**config.mk**
```make
export PLATFORM = sky130hd
export DESIGN_NAME = fsb_bound_regs
export DESIGN_NICKNAME = d
export VERILOG_FILES = /design/src/fsb_pkg.sv /design/src/fsb_bound_regs.sv /design/src/fsb_bound_pair.sv
export VERILOG_INCLUDE_DIRS = /design/src
export SDC_FILE = /design/constraint.sdc
export NUM_CORES = 1
export LEC_CHECK = 0
export ABC_AREA = 1
export BUFFER_PORTS_ARGS = -buffer_cell sky130_fd_sc_hd__buf_4
export CORE_MARGIN = 3
export CORE_UTILIZATION = 41
export DETAILED_ROUTE_END_ITERATION = 12
export GPL_ROUTABILITY_DRIVEN = 1
export SLEW_MARGIN = 20
export SYNTH_ARGS = -nofsm -noshare
export SYNTH_HDL_FRONTEND = slang
export SYNTH_HIERARCHICAL = 1
export SYNTH_SLANG_ARGS = --single-unit
```
**constraint.sdc**
```tcl
create_clock -name ref_clk -period 5.5 [get_ports ref_clk]
set_input_delay 0.55 -clock ref_clk [delete_from_list [all_inputs] [get_ports ref_clk]]
set_output_delay 0.55 -clock ref_clk [all_outputs]
set_load 0.02 [all_outputs]
```
**src/fsb_map.svh**
```systemverilog
// Constant map of the frame and shutter bound registers: offsets,
// reset values and frame timing figures.
// Assumes a 100 MHz ref_clk and a 7-bit internal register address.
`ifndef FSB_MAP_SVH
`define FSB_MAP_SVH

// Register offsets on the internal register port
`define FSB_OFS_MIN_PERIOD_LOW   7'h1B
`define FSB_OFS_MIN_PERIOD_HIGH  7'h1C
`define FSB_OFS_MAX_SHUTTER_LOW  7'h1D
`define FSB_OFS_MAX_SHUTTER_HIGH 7'h1E
`define FSB_OFS_FW_REVISION      7'h1F

// Byte lanes of a 16-bit bound
`define FSB_LOW_LSB   0
`define FSB_HIGH_LSB  8

// Reset values before and after a firmware download
`define FSB_MIN_LOW_PRE    8'hAC
`define FSB_MIN_LOW_POST   8'h7E
`define FSB_MIN_HIGH_PRE   8'h0E
`define FSB_MIN_HIGH_POST  8'h0E
`define FSB_SHUT_LOW_PRE   8'h8C
`define FSB_SHUT_LOW_POST  8'h00
`define FSB_SHUT_HIGH_RST  8'h20

// Reads of unmapped offsets and of the revision without firmware
`define FSB_READ_ZERO      8'h00

// Settling time after activation, in frame ends, the first possibly partial
`define FSB_SETTLE_FRAMES  2

`endif

```
**src/fsb_pkg.sv**
```systemverilog
// Types shared by the frame and shutter bound register bank.
// Assumes nothing beyond a SystemVerilog compiler.
package fsb_pkg;

    // One register byte and one 16-bit bound
    typedef logic [7:0]  fsb_byte_t;
    typedef logic [15:0] fsb_word_t;

    // Settling tracker after activation, one bit changes per step except FSB_FRAME2 back to FSB_IDLE
    typedef enum logic [1:0] {
        FSB_IDLE   = 2'b00,
        FSB_FRAME1 = 2'b01,
        FSB_FRAME2 = 2'b11
    } fsb_settle_t;

endpackage

```
**src/fsb_bound_regs.sv**
```systemverilog
// Frame-period and shutter bound registers with their activation logic,
// fixed or capped shutter selection, frame timing and firmware revision.
// Assumes the serial port logic decodes accesses into one-cycle read and
// write strobes on ref_clk, and the maximum-bound logic pulses commit.
`timescale 1ns/1ps
`include "fsb_map.svh"

// Summary of operation
// Hold 16-bit minimum frame period in cycles
// Frame rate equals clock over period
// Controller reads high byte before low
// Controller writes low, high, then commits
// Minimum period programmed 0x7E0E to 0xFFFF
// Reads return last written staged value
// New bounds wait for maximum-bound commit
// Controller waits two frames after commit
// Busy flag shows pending activation
// Maximum period covers minimum plus shutter
// Hold 16-bit maximum shutter in cycles
// Shutter limit restricts reachable frame rates
// Gain control off uses fixed shutter
// Minimum low resets AC or 7E
// Shutter resets 8C/00 low, 20 high
// Revision shows firmware revision or zero
// No bound writes during pending activation
// Staged and active copies switch together
module fsb_bound_regs
    import fsb_pkg::*;
(
    input  wire logic      ref_clk,          // System clock, 100 MHz
    input  wire logic      rst_b,            // Synchronous reset, active low
    input  wire logic [6:0] reg_addr,        // Register offset of the access
    input  wire logic      reg_wr,           // Write strobe, one cycle
    input  wire logic      reg_rd,           // Read strobe, one cycle
    input  wire fsb_byte_t reg_wdata,        // Write data byte
    output fsb_byte_t      reg_rdata,        // Read data, one cycle later
    output logic           reg_rvalid,       // Read data valid pulse
    input  wire logic      max_bound_commit, // Maximum-bound pair written
    input  wire fsb_word_t max_period,       // Active maximum frame period
    input  wire logic      fw_loaded,        // Firmware download succeeded
    input  wire logic      fw_running,       // Chip runs downloaded firmware
    input  wire fsb_byte_t fw_revision_in,   // Revision of that firmware
    input  wire logic      agc_enable,       // Automatic gain control on
    input  wire fsb_word_t agc_shutter_req,  // Shutter asked by gain control
    input  wire fsb_word_t afr_period_req,   // Period asked by rate control
    output fsb_word_t      active_min_period,  // Active minimum period
    output fsb_word_t      active_max_shutter, // Active shutter limit
    output fsb_word_t      shutter_time,     // Shutter in use, cycles
    output fsb_word_t      frame_period,     // Frame period in use, cycles
    output logic           frame_tick,       // Pulse at each frame end
    output logic           busy,             // Activation still settling
    output fsb_byte_t      firmware_revision // Revision register value
);

    // Access decode
    logic      wr_min_low;     // Write to minimum period low byte
    logic      wr_min_high;    // Write to minimum period high byte
    logic      wr_shut_low;    // Write to shutter limit low byte
    logic      wr_shut_high;   // Write to shutter limit high byte
    fsb_word_t staged_min;     // Last written minimum period
    fsb_word_t staged_shutter; // Last written shutter limit
    fsb_word_t min_default;    // Minimum period default for this state
    fsb_word_t shut_default;   // Shutter limit default for this state
    logic      fw_loaded_q;    // Download flag one cycle ago
    logic      download_done;  // Download just finished
    fsb_byte_t next_rdata;     // Read data to register
    fsb_word_t next_shutter;   // Shutter for the coming cycle
    fsb_word_t period_floor;   // Shortest period allowed now
    fsb_word_t next_period;    // Period for the coming cycle
    fsb_word_t frame_cnt;      // Cycles elapsed in this frame
    fsb_word_t next_frame_cnt; // Frame counter after this cycle
    logic      frame_end;      // Last cycle of the current frame
    fsb_settle_t settle;       // Settling tracker state
    fsb_settle_t next_settle;  // Its next state
    fsb_byte_t next_revision;  // Revision register next value

    // Strobe decode; writes are accepted at any time, keeping clear of a
    // pending activation is the controller's duty
    // writes not blocked
    always_comb begin
        wr_min_low   = reg_wr && (reg_addr == `FSB_OFS_MIN_PERIOD_LOW);
        wr_min_high  = reg_wr && (reg_addr == `FSB_OFS_MIN_PERIOD_HIGH);
        wr_shut_low  = reg_wr && (reg_addr == `FSB_OFS_MAX_SHUTTER_LOW);
        wr_shut_high = reg_wr && (reg_addr == `FSB_OFS_MAX_SHUTTER_HIGH);
    end

    // Defaults follow the download state, so a finished download reloads
    // the bounds just as a reset taken after download would
    // minimum reset value
    // shutter reset value
    always_comb begin
        if (fw_loaded) begin
            min_default  = {`FSB_MIN_HIGH_POST, `FSB_MIN_LOW_POST};
            shut_default = {`FSB_SHUT_HIGH_RST, `FSB_SHUT_LOW_POST};
        end else begin
            min_default  = {`FSB_MIN_HIGH_PRE, `FSB_MIN_LOW_PRE};
            shut_default = {`FSB_SHUT_HIGH_RST, `FSB_SHUT_LOW_PRE};
        end
        download_done = fw_loaded && !fw_loaded_q;
    end

    // minimum period bound
    // held until commit
    fsb_bound_pair u_min_period (
        .ref_clk       (ref_clk),
        .rst_b         (rst_b),
        .load_defaults (download_done),
        .default_value (min_default),
        .wr_low        (wr_min_low),
        .wr_high       (wr_min_high),
        .wdata         (reg_wdata),
        .activate      (max_bound_commit),
        .staged        (staged_min),
        .active        (active_min_period)
    );

    // shutter limit bound
    // held until commit
    fsb_bound_pair u_max_shutter (
        .ref_clk       (ref_clk),
        .rst_b         (rst_b),
        .load_defaults (download_done),
        .default_value (shut_default),
        .wr_low        (wr_shut_low),
        .wr_high       (wr_shut_high),
        .wdata         (reg_wdata),
        .activate      (max_bound_commit),
        .staged        (staged_shutter),
        .active        (active_max_shutter)
    );

    // Read mux; bytes read independently, so either byte order works
    // staged readback
    always_comb begin
        unique case (reg_addr)
            `FSB_OFS_MIN_PERIOD_LOW:   next_rdata = staged_min[`FSB_LOW_LSB +: 8];
            `FSB_OFS_MIN_PERIOD_HIGH:  next_rdata = staged_min[`FSB_HIGH_LSB +: 8];
            `FSB_OFS_MAX_SHUTTER_LOW:  next_rdata = staged_shutter[`FSB_LOW_LSB +: 8];
            `FSB_OFS_MAX_SHUTTER_HIGH: next_rdata = staged_shutter[`FSB_HIGH_LSB +: 8];
            `FSB_OFS_FW_REVISION:      next_rdata = firmware_revision;
            default:                   next_rdata = `FSB_READ_ZERO;
        endcase
        if (!reg_rd) begin
            next_rdata = reg_rdata;
        end
    end

    // Revision only when the chip really runs the downloaded image
    // revision or zero
    always_comb begin
        next_revision = (fw_loaded && fw_running) ? fw_revision_in : `FSB_READ_ZERO;
    end

    // Shutter choice: fixed at the limit with gain control off, else the
    // request capped by the limit
    // fixed shutter mode
    // shutter capped
    always_comb begin
        if (!agc_enable) begin
            next_shutter = active_max_shutter;
        end else if (agc_shutter_req > active_max_shutter) begin
            next_shutter = active_max_shutter;
        end else begin
            next_shutter = agc_shutter_req;
        end
    end

    // Period choice: never below the minimum bound nor below the shutter
    // in use, never above the maximum bound; the maximum wins on conflict
    // shutter limits rate
    // period floor
    always_comb begin
        period_floor = (shutter_time > active_min_period) ? shutter_time
                                                          : active_min_period;
        next_period = (afr_period_req < period_floor) ? period_floor : afr_period_req;
        if (next_period > max_period) begin
            next_period = max_period;
        end
    end

    // Frame timer: one frame per period count, so rate is clock / period;
    // a zero period degenerates to one-cycle frames rather than wrapping
    // period sets rate
    always_comb begin
        frame_end = ({1'b0, frame_cnt} + 17'h00001) >= {1'b0, frame_period};
        next_frame_cnt = frame_end ? 16'h0000 : frame_cnt + 16'h0001;
    end

    // Settling tracker: two frame ends after each commit, the first possibly ending a partial frame; a second
    // commit restarts the wait
    // busy while settling
    // two frame settle
    always_comb begin
        next_settle = settle;
        unique case (settle)
            FSB_IDLE:   next_settle = FSB_IDLE;
            FSB_FRAME1: next_settle = frame_end ? FSB_FRAME2 : FSB_FRAME1;
            FSB_FRAME2: next_settle = frame_end ? FSB_IDLE : FSB_FRAME2;
            default:    next_settle = FSB_IDLE;
        endcase
        if (max_bound_commit) begin
            next_settle = FSB_FRAME1;
        end
    end

    // All state and output registers outside the two bound pairs
    always_ff @(posedge ref_clk) begin
        if (!rst_b) begin
            // Taken as seen, so leaving reset never looks like a fresh
            // download that would wipe a write made at the first edge
            fw_loaded_q       <= fw_loaded;
            reg_rdata         <= `FSB_READ_ZERO;
            reg_rvalid        <= 1'b0;
            firmware_revision <= `FSB_READ_ZERO;
            shutter_time      <= 16'h0000;
            frame_period      <= 16'h0000;
            frame_cnt         <= 16'h0000;
            frame_tick        <= 1'b0;
            settle            <= FSB_IDLE;
            busy              <= 1'b0;
        end else begin
            fw_loaded_q       <= fw_loaded;
            reg_rdata         <= next_rdata;
            reg_rvalid        <= reg_rd;
            firmware_revision <= next_revision;
            shutter_time      <= next_shutter;
            frame_period      <= next_period;
            frame_cnt         <= next_frame_cnt;
            frame_tick        <= frame_end;
            settle            <= next_settle;
            busy              <= (next_settle != FSB_IDLE);
        end
    end
endmodule

```
**src/fsb_bound_pair.sv**
```systemverilog
// One 16-bit bound held as a staged copy and an active copy.
// Assumes write strobes and activation are one-cycle pulses on ref_clk.
`timescale 1ns/1ps
module fsb_bound_pair
    import fsb_pkg::*;
(
    input  wire logic      ref_clk,       // System clock
    input  wire logic      rst_b,         // Synchronous reset, active low
    input  wire logic      load_defaults, // Reload both copies from defaults
    input  wire fsb_word_t default_value, // Value taken on reset or reload
    input  wire logic      wr_low,        // Write strobe for the low byte
    input  wire logic      wr_high,       // Write strobe for the high byte
    input  wire fsb_byte_t wdata,         // Byte being written
    input  wire logic      activate,      // Copy staged into active
    output fsb_word_t      staged,        // Last value written
    output fsb_word_t      active         // Value the control logic uses
);

    fsb_word_t next_staged;  // Staged copy after this cycle
    fsb_word_t next_active;  // Active copy after this cycle

    // Byte writes land in the staged copy only; activation copies it
    always_comb begin
        next_staged = staged;
        next_active = active;
        if (load_defaults) begin
            next_staged = default_value;
            next_active = default_value;
        end else begin
            if (wr_low) begin
                next_staged[`FSB_LOW_LSB +: 8] = wdata;
            end
            if (wr_high) begin
                next_staged[`FSB_HIGH_LSB +: 8] = wdata;
            end
            // staged to active
            if (activate) begin
                next_active = staged;
            end
        end
    end

    // Registers only; reset uses the defaults chosen by the caller
    always_ff @(posedge ref_clk) begin
        if (!rst_b) begin
            staged <= default_value;
            active <= default_value;
        end else begin
            staged <= next_staged;
            active <= next_active;
        end
    end

endmodule

```
==> out/qor.yml, run 1 <==
worst_setup_path:
  cp_common_cell: "nand2_1"
  crit_path_end_kind: "flop"
  max_stage_delay_ns: 0.40
  cp.buffers_inverters: 6
  crit_type: "reg -> reg"
  start_kind: "flop"
  crit_required_ns: 5.82
  worstPathMaxFanout: 31
  worstPathArrival_ns: 5.22
  crit_family: "simple AND/OR/NAND/NOR gates"
  slowest_stage: "edfxtp_1"
floorplanning:
  start_util_pct: 42.6
  rows: 51
  die_y_um: 150
  die_w_um: 150
  boundaryPins: 162
  die_area_mm2: 0.0224
  core_mm2: 0.0198
clock_tree:
  clock_latency_ns: 0.42
  htreeDepth: 4
  numCtsBuffers: 17
  clkTransAtPathRegs_ns: 0.06
  holdBufCountCts: 0
  clockBufferDepth: 2
  cts-root-buf: "clkbuf_16"
  numClockSinks: 134
  cts_tree: "done"
synth:
  syn_avg_cell_area_um2: 7.96
  synth_area_mm2: 0.00845
  async_flop_share_pct: 0
  synth_top_area_share_pct: 22.8
  yosysWarnings: 6
  synth_top_area_cell: "edfxtp_1"
  synth_common_cells: "244 x nand2_1, 195 x inv_1, 95 x nand3_1"
  synth.most_common_cell: "nand2_1"
  synth-seq-area-share_pct: 39.3
  ys_top_cells_by_area: "edfxtp_1 23%, dfxtp_1 17%, ha_1 12%, nand2_1 11%, inv_1 8.7%"
  synth_edf_count: 64
  synth.distinct_cells: 53
  synth-main-ff-cell: "dfxtp_1"
  ys_seq_elements: 134
  synthCells: 1061
route:
  routed.top_layer: "met4"
  vias: 7411
  wl_met3_um: 1420
  drc: 0
  first_pass_iters: 5
  first_iter_violations: 391
  wl_um: 23700
  wl_met2_um: 11000
  viasPerCell: 4.89
  drt-wirelength-per-cell_um: 15.6
  ant_nets: 0
  met1_length_um: 11000
global_route:
  grt_pass1_vias: 6968
  antenna_found_initial: 0
  grt_max_degree: 66
  grt_pass1_wl_um: 37300
  grt.overflow.total: 0
  grt.total_usage_pct: 21.4
timing:
  setup_ws_ns: 0.598
  worst_pin_slew_ns: 0.843
  relSlewSlack_pct: 43.4
  rsz0062_at_grt: "no"
  whs_ns: 0.345
  fin_skew_ns: 0.00812
  layout_min_cycle_time_ns: 4.90
  hold_viol_final: 0
  min_period_over_period_pct: 89.1
  setup_viol: 0
  slew_viol_final: 0
  max_freq_mhz: 204
  setup-tns-final_ns: 0
min_path:
  hold_path_class: "in -> reg"
power:
  combPwrFrac_pct: 34.8
  seqPwrFrac_pct: 34.6
  p_switching_w: 0.00135
  leakagePower_nw: 5.48
  clock_power_share_pct: 30.6
  switching_share_pct: 36.5
  p_int_w: 0.00235
  p_per_area_mw_per_mm2: 354
  max-vdd-ir-drop_v: 0.000212
layout:
  num-nets-final: 1397
  design_area_mm2: 0.0105
  final_util_pct: 52.8
  antenna_cells: 0
  area_delta_synth_final_pct: 24.0
  drive_gt1_share_pct: 19.9
  n_fill_cell: 1955
placement:
  post-place-ws_ns: 0.443
  dp_hpwl_um: 18900
  postPlaceCellArea_mm2: 0.00989
  port-buffer-count: 161
  place.gp.congestion: 0.864
run_status:
  status: "finished, final reports clean"
flow_run:
  maxCapViolCount: 0
[logic make-up (layout without fill, tap and decap cells)]
group	Yosys count	count (layout)	share of synthesized area (%)
flip-flops	134	134	39.3
XOR/XNOR	8	8	0.830
buffers and inverters	228	395	11.4
adder cells (fa/ha/maj)	80	80	11.9
AO/OA/AOI/OAI	140	140	9.79
other	2	25	0.0889
AND/OR/NAND/NOR	469	469	26.7
[metrics by stage]
step,instances,total power [W]
CTS,1516,0.00373
floorplan,1084,0.00215
global placement,1484,0.00258
global route,1516,0.00397
detailed placement,1484,0.00259
finish,1516,0.00370
[cell type report]
class                   instances  area, µm²  area share, %
inverters                     198        748           7.14
clock buffers                  19        433           4.13
repair buffers                165       1240           11.8
multi-input cells             722       4250           40.6
flip-flops and latches        134       3320           31.7
well taps                     265        332           3.17
clock inverters                13        144           1.37
[layer usage]
layer	vias to the layer above	track usage, %
met3	22	3.91
li1	3816	-
met4	0	4.85
met2	228	35.0
met5	-	0
met1	3345	29.6
[cells in the final DEF (no fill, tap or decap), drive strengths merged, types with 14 or more instances in the layout]
cell type / Yosys / layout
nand2: 274 / 274
inv: 198 / 203
buf: 19 / 165
nand3: 96 / 96
ha: 80 / 80
dfxtp: 70 / 70
edfxtp: 64 / 64
nor2: 58 / 58
a21oi: 56 / 56
o21ai: 56 / 56
conb: 2 / 25
clkbuf: 11 / 19
nor3: 16 / 16
nand4: 14 / 14
[path summary, 6_finish.rpt]
kind,startpoint,endpoint,slack [ns],cells after the start
max,u_min_period/active[9],frame_period[12],0.60,33
min,fw_revision_in[4],firmware_revision[4],0.35,3
max reg2reg,u_min_period/active[9],frame_period[12],0.60,33
min reg2reg,frame_cnt[0],frame_cnt[0],0.47,1
[registers in the layout, indices dropped and copies added, names as in the netlist]
signal / cells
busy: 1
firmware_revision: 8
frame_cnt: 16
frame_period: 16
frame_tick: 1
fw_loaded_q: 1
reg_rdata: 8
reg_rvalid: 1
settle: 2
shutter_time: 16
u_max_shutter/active: 16
u_max_shutter/staged: 16
u_min_period/active: 16
u_min_period/staged: 16
[power by group through the flow]
| stage | Clock, W | Combinational [W] | Sequential, W |
|---|---|---|---|
| floorplan | 0 | 0.000771 | 0.00138 |
| finish | 0.00113 | 0.00129 | 0.00128 |
| global route | 0.00120 | 0.00148 | 0.00129 |
| global placement | 0 | 0.00127 | 0.00131 |
| CTS | 0.00115 | 0.00129 | 0.00128 |
| detailed placement | 0 | 0.00129 | 0.00130 |
[timing repair]
item / in CTS / in global routing
endpoints found under the setup margin: 0 / 16
setup buffers: 0 / 0
hold endpoints to repair: 0 / 0
gates resized for setup: 0 / 2
[worst register-to-register path: cells and delay by family (launching register included)]
family | cells | cell delay, ns
and+or+nand+nor | 15 | 1.48
buffers and inverters | 6 | 0.69
adders and majority gates | 3 | 0.77
AOI/OAI and AO/OA | 9 | 1.44
DFF | 1 | 0.40
Power figures use the tool's default switching activity.
==> run 2: changes to the inputs <==
Settings changed: GPL_ROUTABILITY_DRIVEN 1 to 0, PLACE_DENSITY set to 0.65.
==> out/qor.yml, run 2 (synthesized netlist as in run 1, its figures left out) <==
route:
  viasPerCell: 4.93
  vias: 7470
  first_iter_violations: 634
  first_pass_iters: 6
  wl_um: 23100
  ant_nets: 0
  drc: 0
  drt-wirelength-per-cell_um: 15.2
worst_setup_path:
  worstPathMaxFanout: 31
  worstPathArrival_ns: 5.16
  r2r-start: "u_min_period/active[9]"
  crit_type: "reg -> reg"
  start_kind: "flop"
  rr_endpoint: "frame_period[11]"
  ff2ff_setup_slack_ns: 0.66
  cp-startpoint: "u_min_period/active[9]"
  slowest_stage: "edfxtp_1"
  crit_required_ns: 5.81
  cp_common_cell: "nand2_1"
  r2r_cells: 33
  crit_path_end_kind: "flop"
  crit_path_end: "frame_period[11]"
  max_stage_delay_ns: 0.39
placement:
  dp_hpwl_um: 18600
  port-buffer-count: 161
  dp.cells: 1484
  postPlaceCellArea_mm2: 0.00989
floorplanning:
  core_mm2: 0.0198
  die_area_mm2: 0.0224
  boundaryPins: 162
  die_y_um: 150
  rows: 51
  start_util_pct: 42.6
  die_w_um: 150
timing:
  worst_pin_slew_ns: 0.816
  relSlewSlack_pct: 45.2
  max_freq_mhz: 206
  whs_ns: 0.347
  setup-tns-final_ns: 0
  setup_viol: 0
  layout_min_cycle_time_ns: 4.84
  fin_skew_ns: 0.0112
  min_period_over_period_pct: 88.1
  rsz0062_at_grt: "no"
  hold_viol_final: 0
  slew_viol_final: 0
layout:
  num-nets-final: 1397
  fin_cells: 1516
  area_delta_synth_final_pct: 24.1
  layout_common_cells: "244 x nand2_1, 195 x inv_1, 165 x buf_4"
  mostFrequentLayoutCell: "nand2_1"
  design_area_mm2: 0.0105
  antenna_cells: 0
  drive_gt1_share_pct: 20.2
global_route:
  grt.total_usage_pct: 20.7
  grt_pass1_vias: 7139
  met1_usage_pct: 27.5
  antenna_found_initial: 1
  use_met3_pct: 4.85
  grt.overflow.total: 0
  grt_pass1_wl_um: 36200
  use_met2_pct: 33.6
  grt_most_used_layer: "met2"
  grt_max_degree: 61
clock_tree:
  clockBufferDepth: 2
  htreeDepth: 4
  cts-root-buf: "clkbuf_16"
  clkTransAtPathRegs_ns: 0.06
  clock_latency_ns: 0.42
  numCtsBuffers: 17
  numClockSinks: 134
  cts_tree: "done"
power:
  max-vdd-ir-drop_v: 0.000205
  p_per_area_mw_per_mm2: 350
  leakagePower_nw: 5.49
run_status:
  status: "finished, final reports clean"
min_path:
  hold_path_class: "in -> reg"
  hp-start: "fw_revision_in[6]"
flow_run:
  maxCapViolCount: 0
## run 2: cell types whose count changed in the layout (fill, tap and decap cells not counted), sizes merged
cell,previous run,this run
bufinv,2,0
clkinvlp,2,3
inv,203,206
clkbuf,19,17
## run 2: final cells by class
cell class	instances	area [µm²]
clock buffer	17	425
clock inverter	15	160
fill	1907	9360
inverter	198	748
multi-input combinational	722	4250
sequential	134	3320
tap	265	332
timing repair buffer	165	1240
## run 2: metrics by stage
stage / util (%) / setup slack [ns] / power, W
floorplan: - / 0.757 / 0.00215
global placement: 49.8 / 0.544 / 0.00256
detailed placement: 49.8 / 0.511 / 0.00258
CTS: 52.8 / 0.476 / 0.00370
global route: 52.8 / 0.131 / 0.00394
finish: 52.8 / 0.657 / 0.00367
## run 2: critical path: cells and delay by family, from the launching register on
kind                       cells  cell delay, ns
buffers and inverters          6            0.70
adders and majority gates      3            0.78
and+or+nand+nor               15            1.47
AOI/OAI and AO/OA              9            1.40
DFF                            1            0.39
## run 2: timing repair
action                                  CTS  global route
buffers inserted                          0             0
hold endpoints to repair                  0             0
endpoints found under the setup margin    0            16
hold buffers                              0             0
resized for setup                         0             2
## run 2: worst min path at each step
stage | endpoint | slack, ns | cells after the start
after floorplan | frame_cnt[0] | 0.43 | 1
final | firmware_revision[6] | 0.35 | 3
after detailed placement | frame_cnt[0] | 0.46 | 1
after global placement | frame_cnt[0] | 0.45 | 1
after CTS | fw_loaded_q | 0.33 | 1
after global routing | fw_loaded_q | 0.33 | 1
## run 2: metal layers
metal	part of all wire [%]	wire length, µm
met1	45	10400
met4	2.4	546
met3	6.6	1530
met2	46	10600
met5	0.069	16
## run 2: power by group
part / internal, W / switching (W)
registers: 0.00118 / 0.0000971
logic: 0.000496 / 0.000788
clock network: 0.000606 / 0.000504
total: 0.00228 / 0.00139
